`src/rdu_pkg.sv`:
```
package rdu_pkg;

	// ------------------------------------------------------------
	// setup stage decode
	// ------------------------------------------------------------
	localparam logic [7:0]  REQ_TYPE_STD_OUT = 8'h00;
	localparam logic [15:0] INDEX_REQUIRED   = 16'h0000;

	localparam logic [15:0] SEL_RSV_INFO     = 16'h0001;
	localparam logic [15:0] SEL_TX_DATA      = 16'h0002;
	localparam logic [15:0] SEL_TX_PARAMS    = 16'h0003;
	localparam logic [15:0] SEL_RX_PARAMS    = 16'h0004;
	localparam logic [15:0] SEL_TX_POWER     = 16'h0005;

	// ------------------------------------------------------------
	// payload layouts
	// ------------------------------------------------------------
	localparam int          RSV_PRIO_MSB     = 2;
	localparam int          RSV_PRIO_LSB     = 0;
	localparam logic [15:0] RSV_BLOCK_OFS    = 16'h0001;
	localparam logic [15:0] RSV_BLOCK_BYTES  = 16'h0004;

	localparam logic [15:0] TXP_LEN          = 16'h0004;
	localparam int          TXP_TIME_OFS     = 0;
	localparam int          TXP_ADJ_OFS      = 3;

	localparam logic [15:0] RXP_LEN          = 16'h0008;
	localparam int          RXP_FILTER_OFS   = 0;
	localparam int          RXP_CHAN_OFS     = 1;
	localparam int          RXP_START_OFS    = 2;
	localparam int          RXP_END_OFS      = 5;

	localparam logic [15:0] PWR_LEN          = 16'h0002;
	localparam int          PWR_NOTIF_OFS    = 0;
	localparam int          PWR_BCN_OFS      = 1;

	localparam int          STAGE_BYTES      = 8;

	// ------------------------------------------------------------
	// reset values
	// ------------------------------------------------------------
	localparam logic [7:0]  PWR_RESET        = 8'h00;
	localparam logic [23:0] TIME_RESET       = 24'h00_0000;
	localparam logic [7:0]  BYTE_RESET       = 8'h00;

	typedef enum logic [1:0] {
		DEV_UNAUTH     = 2'b00,
		DEV_DEFAULT    = 2'b01,
		DEV_ADDRESSED  = 2'b10,
		DEV_CONFIGURED = 2'b11
	} rdu_dev_state_type;

	typedef enum logic [1:0] {
		ST_IDLE = 2'b00,
		ST_RECV = 2'b01,
		ST_WAIT = 2'b10
	} rdu_state_type;

endpackage

```
`src/rdu_handler.sv`:
```
`timescale 1ns/1ps

module rdu_handler #(
	parameter logic [7:0] SET_DATA_CODE = 8'h01,
	parameter int         RSV_AW        = 6,
	parameter int         TXD_AW        = 7
) (
	input  wire logic                       CLK,
	input  wire logic                       RST_N,
	input  wire logic                       SETUP_VALID,
	input  wire logic [7:0]                 SETUP_TYPE,
	input  wire logic [7:0]                 SETUP_REQ,
	input  wire logic [15:0]                SETUP_VALUE,
	input  wire logic [15:0]                SETUP_INDEX,
	input  wire logic [15:0]                SETUP_LENGTH,
	input  wire rdu_pkg::rdu_dev_state_type DEV_STATE,
	input  wire logic                       DATA_VALID,
	input  wire logic [7:0]                 DATA_BYTE,
	input  wire logic                       DATA_DONE,
	input  wire logic                       DATA_ABORT,
	input  wire logic                       STATUS_SENT,
	input  wire logic                       BEACON_START,
	input  wire logic [7:0]                 CHAN_TAG,
	input  wire logic                       RSV_TX_FEATURE,
	input  wire logic [RSV_AW-1:0]          RSV_RD_ADDR,
	input  wire logic [TXD_AW-1:0]          TXD_RD_ADDR,
	output logic                            REQ_TAKEN,
	output logic                            REQ_ERROR,
	output logic                            RSV_PRESENT,
	output logic                            RSV_SEND,
	output logic [15:0]                     RSV_CTRL,
	output logic [15:0]                     RSV_LEN,
	output logic [7:0]                      RSV_RD_DATA,
	output logic                            TXD_VALID,
	output logic [15:0]                     TXD_LEN,
	output logic [7:0]                      TXD_RD_DATA,
	output logic [23:0]                     TX_TIME,
	output logic [7:0]                      TX_ADJUST,
	output logic [7:0]                      RX_FILTER,
	output logic [7:0]                      RX_CHANNEL,
	output logic [23:0]                     RX_START,
	output logic [23:0]                     RX_END,
	output logic [7:0]                      NOTIF_PWR,
	output logic [7:0]                      BEACON_PWR
);
	import rdu_pkg::*;

	localparam logic [15:0] RSV_CAP = 16'(2**RSV_AW) + RSV_BLOCK_OFS;
	localparam logic [15:0] TXD_CAP = 16'(2**TXD_AW);

	rdu_state_type state_q;
	logic [15:0]   sel_q;
	logic [15:0]   len_q;
	logic [15:0]   cnt_q;
	logic [7:0]    stg_q [0:STAGE_BYTES-1];
	logic [7:0]    attr_q;
	logic          rsv_bank_q;
	logic          rsv_pend_q;
	logic [7:0]    pend_attr_q;
	logic [15:0]   pend_len_q;
	logic          txd_bank_q;

	// ------------------------------------------------------------
	// setup decode
	// ------------------------------------------------------------
	logic        ours;
	logic        sel_ok;
	logic        len_ok;
	logic        state_ok;
	logic        bad;
	logic [15:0] len_m1;

	assign ours = SETUP_VALID && SETUP_TYPE == REQ_TYPE_STD_OUT
		&& SETUP_REQ == SET_DATA_CODE;
	assign sel_ok = SETUP_VALUE >= SEL_RSV_INFO
		&& SETUP_VALUE <= SEL_TX_POWER;
	assign len_m1 = SETUP_LENGTH - 16'h0001;

	always_comb begin
		len_ok = 1'b1;
		unique case (SETUP_VALUE)
			SEL_RSV_INFO: len_ok = SETUP_LENGTH <= RSV_CAP
				&& (len_m1 % RSV_BLOCK_BYTES) == 16'h0000;
			SEL_TX_DATA: len_ok = SETUP_LENGTH <= TXD_CAP;
			SEL_TX_PARAMS: len_ok = SETUP_LENGTH <= TXP_LEN;
			SEL_RX_PARAMS: len_ok = SETUP_LENGTH <= RXP_LEN;
			SEL_TX_POWER: len_ok = SETUP_LENGTH <= PWR_LEN;
			default: len_ok = 1'b1;
		endcase
	end

	// unauthenticated and default are left open; refusing is the safe choice
	assign state_ok = DEV_STATE == DEV_ADDRESSED
		|| DEV_STATE == DEV_CONFIGURED;
	assign bad = SETUP_INDEX != INDEX_REQUIRED || !sel_ok
		|| !len_ok || !state_ok;

	// ------------------------------------------------------------
	// data stage
	// ------------------------------------------------------------
	logic        recv_byte;
	logic        stage_ok;
	logic        commit;
	logic [15:0] cnt_m1;

	assign recv_byte = state_q == ST_RECV && DATA_VALID && !SETUP_VALID;
	assign stage_ok = cnt_q == len_q;
	assign commit = state_q == ST_WAIT && STATUS_SENT
		&& !SETUP_VALID;
	assign cnt_m1 = cnt_q - 16'h0001;

	// a fresh setup of our own request always cancels whatever was in flight
	always_ff @(posedge CLK or negedge RST_N) begin
		if (!RST_N) begin
			state_q <= ST_IDLE;
		end else if (ours) begin
			if (bad || SETUP_LENGTH == 16'h0000) begin
				state_q <= ST_IDLE;
			end else begin
				state_q <= ST_RECV;
			end
		end else begin
			unique case (state_q)
				ST_IDLE: state_q <= ST_IDLE;
				ST_RECV: begin
					if (DATA_ABORT) begin
						state_q <= ST_IDLE;
					end else if (DATA_DONE) begin
						state_q <= stage_ok ? ST_WAIT : ST_IDLE;
					end
				end
				ST_WAIT: begin
					if (STATUS_SENT || DATA_ABORT) begin
						state_q <= ST_IDLE;
					end
				end
				default: state_q <= ST_IDLE;
			endcase
		end
	end

	always_ff @(posedge CLK or negedge RST_N) begin
		if (!RST_N) begin
			sel_q <= 16'h0000;
			len_q <= 16'h0000;
			cnt_q <= 16'h0000;
		end else if (ours) begin
			sel_q <= SETUP_VALUE;
			len_q <= SETUP_LENGTH;
			cnt_q <= 16'h0000;
		end else if (recv_byte && cnt_q != len_q) begin
			cnt_q <= cnt_q + 16'h0001;
		end
	end

	always_ff @(posedge CLK or negedge RST_N) begin
		if (!RST_N) begin
			REQ_TAKEN <= 1'b0;
			REQ_ERROR <= 1'b0;
		end else begin
			REQ_TAKEN <= ours && !bad;
			REQ_ERROR <= (ours && bad) || (!SETUP_VALID
				&& state_q == ST_RECV && DATA_DONE
				&& !DATA_ABORT && !stage_ok);
		end
	end

	// short payloads land in a byte stage, never straight in the outputs
	always_ff @(posedge CLK or negedge RST_N) begin
		if (!RST_N) begin
			for (int i = 0; i < STAGE_BYTES; i++) begin
				stg_q[i] <= BYTE_RESET;
			end
			attr_q <= BYTE_RESET;
		end else if (recv_byte && cnt_q < 16'(STAGE_BYTES)) begin
			stg_q[cnt_q[2:0]] <= DATA_BYTE;
			if (cnt_q == 16'h0000) begin
				attr_q <= DATA_BYTE;
			end
		end
	end

	// ------------------------------------------------------------
	// reservation element, two banks
	// ------------------------------------------------------------
	logic rsv_wr;
	logic rsv_flip;

	assign rsv_wr = recv_byte && sel_q == SEL_RSV_INFO
		&& cnt_q >= RSV_BLOCK_OFS && cnt_q != len_q;
	// no flip while the spare bank is being refilled
	assign rsv_flip = BEACON_START && rsv_pend_q
		&& !(state_q != ST_IDLE && sel_q == SEL_RSV_INFO);

	rdu_bank_ram #(
		.AW (RSV_AW + 1),
		.DW (8)
	) u_rsv_ram (
		.clk     (CLK),
		.wr_en   (rsv_wr),
		.wr_addr ({~rsv_bank_q, cnt_m1[RSV_AW-1:0]}),
		.wr_data (DATA_BYTE),
		.rd_addr ({rsv_bank_q, RSV_RD_ADDR}),
		.rd_data (RSV_RD_DATA)
	);

	always_ff @(posedge CLK or negedge RST_N) begin
		if (!RST_N) begin
			rsv_pend_q  <= 1'b0;
			pend_attr_q <= BYTE_RESET;
			pend_len_q  <= 16'h0000;
		end else if (commit && sel_q == SEL_RSV_INFO) begin
			rsv_pend_q  <= 1'b1;
			pend_attr_q <= attr_q;
			pend_len_q  <= len_q - RSV_BLOCK_OFS;
		end else if (rsv_flip) begin
			rsv_pend_q <= 1'b0;
		end
	end

	// swap at a beacon start, so the next beacon carries the update
	always_ff @(posedge CLK or negedge RST_N) begin
		if (!RST_N) begin
			rsv_bank_q  <= 1'b0;
			RSV_PRESENT <= 1'b0;
			RSV_CTRL    <= 16'h0000;
			RSV_LEN     <= 16'h0000;
		end else if (rsv_flip) begin
			rsv_bank_q  <= ~rsv_bank_q;
			RSV_PRESENT <= 1'b1;
			RSV_CTRL    <= {CHAN_TAG, pend_attr_q};
			RSV_LEN     <= pend_len_q;
		end
	end

	always_ff @(posedge CLK or negedge RST_N) begin
		if (!RST_N) begin
			RSV_SEND <= 1'b0;
		end else begin
			RSV_SEND <= RSV_TX_FEATURE && (RSV_PRESENT || rsv_flip);
		end
	end

	// ------------------------------------------------------------
	// transmit packet data, two banks
	// ------------------------------------------------------------
	logic txd_wr;

	assign txd_wr = recv_byte && sel_q == SEL_TX_DATA && cnt_q != len_q;

	rdu_bank_ram #(
		.AW (TXD_AW + 1),
		.DW (8)
	) u_txd_ram (
		.clk     (CLK),
		.wr_en   (txd_wr),
		.wr_addr ({~txd_bank_q, cnt_q[TXD_AW-1:0]}),
		.wr_data (DATA_BYTE),
		.rd_addr ({txd_bank_q, TXD_RD_ADDR}),
		.rd_data (TXD_RD_DATA)
	);

	always_ff @(posedge CLK or negedge RST_N) begin
		if (!RST_N) begin
			txd_bank_q <= 1'b0;
			TXD_VALID  <= 1'b0;
			TXD_LEN    <= 16'h0000;
		end else if (commit && sel_q == SEL_TX_DATA) begin
			txd_bank_q <= ~txd_bank_q;
			TXD_VALID  <= 1'b1;
			TXD_LEN    <= len_q;
		end
	end

	// ------------------------------------------------------------
	// directed transmit and receive parameters
	// ------------------------------------------------------------
	always_ff @(posedge CLK or negedge RST_N) begin
		if (!RST_N) begin
			TX_TIME   <= TIME_RESET;
			TX_ADJUST <= BYTE_RESET;
		end else if (commit && sel_q == SEL_TX_PARAMS) begin
			TX_TIME   <= {stg_q[TXP_TIME_OFS + 2], stg_q[TXP_TIME_OFS + 1],
				stg_q[TXP_TIME_OFS]};
			TX_ADJUST <= stg_q[TXP_ADJ_OFS];
		end
	end

	always_ff @(posedge CLK or negedge RST_N) begin
		if (!RST_N) begin
			RX_FILTER  <= BYTE_RESET;
			RX_CHANNEL <= BYTE_RESET;
			RX_START   <= TIME_RESET;
			RX_END     <= TIME_RESET;
		end else if (commit && sel_q == SEL_RX_PARAMS) begin
			RX_FILTER  <= stg_q[RXP_FILTER_OFS];
			RX_CHANNEL <= stg_q[RXP_CHAN_OFS];
			RX_START   <= {stg_q[RXP_START_OFS + 2],
				stg_q[RXP_START_OFS + 1], stg_q[RXP_START_OFS]};
			RX_END     <= {stg_q[RXP_END_OFS + 2],
				stg_q[RXP_END_OFS + 1], stg_q[RXP_END_OFS]};
		end
	end

	// ------------------------------------------------------------
	// transmit power
	// ------------------------------------------------------------
	// zero steps below maximum means full power, so reset gives maximum
	always_ff @(posedge CLK or negedge RST_N) begin
		if (!RST_N) begin
			NOTIF_PWR  <= PWR_RESET;
			BEACON_PWR <= PWR_RESET;
		end else if (commit && sel_q == SEL_TX_POWER) begin
			NOTIF_PWR  <= stg_q[PWR_NOTIF_OFS];
			BEACON_PWR <= stg_q[PWR_BCN_OFS];
		end
	end

endmodule // rdu_handler

```
`src/rdu_bank_ram.sv`:
```
`timescale 1ns/1ps

module rdu_bank_ram #(
	parameter int AW = 7,
	parameter int DW = 8
) (
	input  wire logic          clk,
	input  wire logic          wr_en,
	input  wire logic [AW-1:0] wr_addr,
	input  wire logic [DW-1:0] wr_data,
	input  wire logic [AW-1:0] rd_addr,
	output logic      [DW-1:0] rd_data
);

	logic [DW-1:0] mem [0:(2**AW)-1];

	// no reset on the array; readers only trust lengths that were committed
	always_ff @(posedge clk) begin
		if (wr_en) begin
			mem[wr_addr] <= wr_data;
		end
		rd_data <= mem[rd_addr];
	end

endmodule // rdu_bank_ram

```
`config.mk`:
```
export PLATFORM = sky130hd
export DESIGN_NAME = rdu_handler
export DESIGN_NICKNAME = d
export VERILOG_FILES = /design/src/rdu_pkg.sv /design/src/rdu_handler.sv /design/src/rdu_bank_ram.sv
export SDC_FILE = /design/constraint.sdc
export NUM_CORES = 2
export LEC_CHECK = 0
export BUFFER_PORTS_ARGS = -buffer_cell sky130_fd_sc_hd__buf_2
export CORE_MARGIN = 2
export CORE_UTILIZATION = 25
export DETAILED_ROUTE_END_ITERATION = 8
export GPL_TIMING_DRIVEN = 0
export PLACE_DENSITY_LB_ADDON = 0.12
export SLEW_MARGIN = 20
export SYNTH_ARGS = -nofsm -noshare
export SYNTH_HDL_FRONTEND = slang
export SYNTH_SLANG_ARGS = --single-unit
```
`constraint.sdc`:
```
create_clock -name CLK -period 3 [get_ports CLK]
set_input_delay 0.45 -clock CLK [delete_from_list [all_inputs] [get_ports CLK]]
set_output_delay 0.45 -clock CLK [all_outputs]
set_load 0.01 [all_outputs]
```
==> out/qor.csv <==
metric,value,unit
outcome,"finished, violations left",
violations,setup timing,
synth_cell_types,87,
syn_area,132000,um^2
ys.flop_type,edfxtp_1,
via_count,72200,
arrival,4040,ps
drv_cap,0,
grt_max_degree,113,
drc_errors,0,
power_leakage,54.6,nW
dr.pass1.iters,6,
clkTransAtPathRegs,60,ps
dpl_worst_slack,-3320,ps
synth_top_area_frac,0.698,
grt_pass1_vias,73200,
root_buffer,clkbuf_16,
fin_crit,3180,ps
dp_hpwl,349,mm
required,3860,ps
end_kind,register,
placementRows,267,
final_antenna_net_count,0,
fin_setup_tns,-6990,ps
max_freq,314,MHz
antenna_found_initial,58,
synth-edff-count,3072,
crit_path_max_fanout,10,
initial_core_util,0.250,
drive_gt1_frac,0.402,
synth_seq_cells,3402,
ir_worst_vdd,0.000462,V
clock_latency,1010,ps
clockBufferDepth,4,
gp_congestion,0.850,
fp.dieW,731,um
yosysSeqAreaShare,0.760,
path_class,input pin to register,
die_h,731,um
final.setup.worst_slack,-181,ps
drv_slew,0,
totalWireLength,516,mm
io-pin-count,285,
syn_nets,6485,
postSynthCellCount,6375,
async_flop_share,0.0923,
post_drt_via_cell_ratio,4.86,
fillCellCount,50600,
synth.area.top_cells,"edfxtp_1 70%, mux4_2 13%, dfrtp_1 5.9%",
final_cell_mix,"3072 x edfxtp_1, 765 x mux4_2, 404 x clkbuf_16",
hold_violations,0,
syn2layout_area_growth,27.2,%
syn_area_per_cell,20.7,um^2
wl_per_cell,34.7,um
slew-limit-headroom,0.152,
grt_overflow_total,0,
cts_inserted_buffers,387,
hold_class,input pin to register,
initialDrtViolationCount,8237,
rsz0062_at_grt,yes,
clock_skew,97.2,ps
worst_pin_slew,1240,ps
gr-usage-all-layers,0.189,
setup_violations,221,
design.die.area,535000,um^2
cts.sinks,3402,
coreArea,528000,um^2
yosys_warnings,0,
powerDensity,627,nW/um^2
critPathLaunchType,input pin,
grt_pass1_wl,682,mm
synth_top_area_cell,edfxtp_1,
num-nets-final,7645,
cts_tree,done,
io_buffers,273,
final_common_cell,edfxtp_1,
fin_crit_sh,1.06,
h-tree-depth,5,
## per-layer routing
metal | global-route usage | vias to the layer above | share of wire
li1 | - | 28800 | -
met1 | 0.264 | 39900 | 0.44
met2 | 0.296 | 2810 | 0.45
met3 | 0.0421 | 692 | 0.076
met4 | 0.0513 | 8 | 0.033
met5 | 0 | - | 0.00011
## final timing paths
| check | depth (start not counted) | slack [ps] | startpoint | end |
|---|---|---|---|---|
| min in group asynchronous | 4 | 590 | RST_N | RX_START[2] |
| max reg2reg | 13 | -90 | sel_q[7] | u_txd_ram.mem[13][1] |
| max | 8 | -180 | TXD_RD_ADDR[3] | u_txd_ram.rd_data[3] |
| max in group asynchronous | 5 | 1500 | RST_N | TXD_LEN[12] |
| min reg2reg | 1 | 460 | TXD_VALID | TXD_VALID |
| min | 6 | 140 | SETUP_INDEX[4] | REQ_TAKEN |
## synthesized netlist by cell type (33+ instances only)
| master | n |
|---|---|
| a22oi_1 | 133 |
| mux4_2 | 765 |
| mux2_2 | 244 |
| nand3_1 | 49 |
| o22ai_1 | 46 |
| o221ai_1 | 33 |
| mux2_1 | 35 |
| edfxtp_1 | 3072 |
| clkbuf_1 | 177 |
| mux2i_1 | 138 |
| a211oi_1 | 42 |
| nor2_1 | 460 |
| a21oi_1 | 85 |
| nor3_1 | 45 |
| nand2_1 | 149 |
| o21ai_0 | 52 |
| dfrtp_1 | 314 |
| buf_2 | 93 |
| nor4_1 | 34 |
## sequential cells by signal, indices dropped and copies added (netlist names), 8 cells and up
signal,flops
len_q,16
sel_q,16
RSV_LEN,16
u_rsv_ram.rd_data,8
RX_CHANNEL,8
TX_ADJUST,8
BEACON_PWR,8
RX_FILTER,8
u_txd_ram.rd_data,8
attr_q,8
u_rsv_ram.mem,1024
TXD_LEN,16
pend_attr_q,8
cnt_q,16
RSV_CTRL,16
TX_TIME,24
pend_len_q,16
stg_q,64
u_txd_ram.mem,2048
RX_START,24
NOTIF_PWR,8
RX_END,24
## stage by stage
step,util,power (mW),instance area [um^2],hold slack [ps],cells
3_5_place_dp,0.274,59.1,144000,432,13700
5_1_grt,0.319,108,168000,116,14900
2_1_floorplan,-,55.3,132000,154,6375
6_report,0.319,105,168000,143,14900
4_1_cts,0.313,106,165000,68.9,14700
3_3_place_gp,0.270,59.1,142000,457,13600
## area by class of cell
class | instances | area (um^2) | share of cell area
sequential | 3402 | 100000 | 0.597
clock inverter | 192 | 1810 | 0.0108
tap | 6994 | 8750 | 0.0520
buffer | 351 | 2890 | 0.0172
multi-input combinational | 2600 | 34100 | 0.203
antenna | 19 | 47.5 | 0.000283
inverter | 12 | 56.3 | 0.000335
clock buffer | 515 | 10500 | 0.0626
timing repair buffer | 781 | 9570 | 0.0569
## power breakdown
| part | leakage, nW | switching, mW | internal [mW] |
|---|---|---|---|
| combinational | 16.5 | 4.56 | 2.03 |
| sequential | 32.1 | 0.0794 | 51.8 |
| clock | 6.04 | 19.9 | 27.0 |
| total | 54.6 | 24.5 | 80.9 |
## cells by family (layout without fill, tap and decap cells)
kind of cell | count (synthesis) | in the layout | synth area share
fa+ha+maj | 6 | 6 | 0.000568
flops | 3402 | 3402 | 0.760
mux | 1191 | 1191 | 0.166
other cells | 0 | 19 | 0
simple gates | 863 | 863 | 0.0298
xor+xnor | 48 | 48 | 0.00318
buf+inv | 373 | 1851 | 0.0156
compound gates | 492 | 492 | 0.0256
## critical path: stages
cell and delay [ps]:
buf_2 130, buf_2 260, nor2_1 530, buf_2 590, a22o_1 490, a221oi_1 200
o311ai_1 800, and4_1 540
## timing repair
action,CTS,global route
cloned,7,3
endpoints found under the setup margin,3197,2492
resized for setup,1088,260
pin swaps,176,105
buffers inserted,250,116
hold buffers,62,1
endpoints found under the hold margin,612,1
Note: power is estimated with default switching activity, not from simulation.
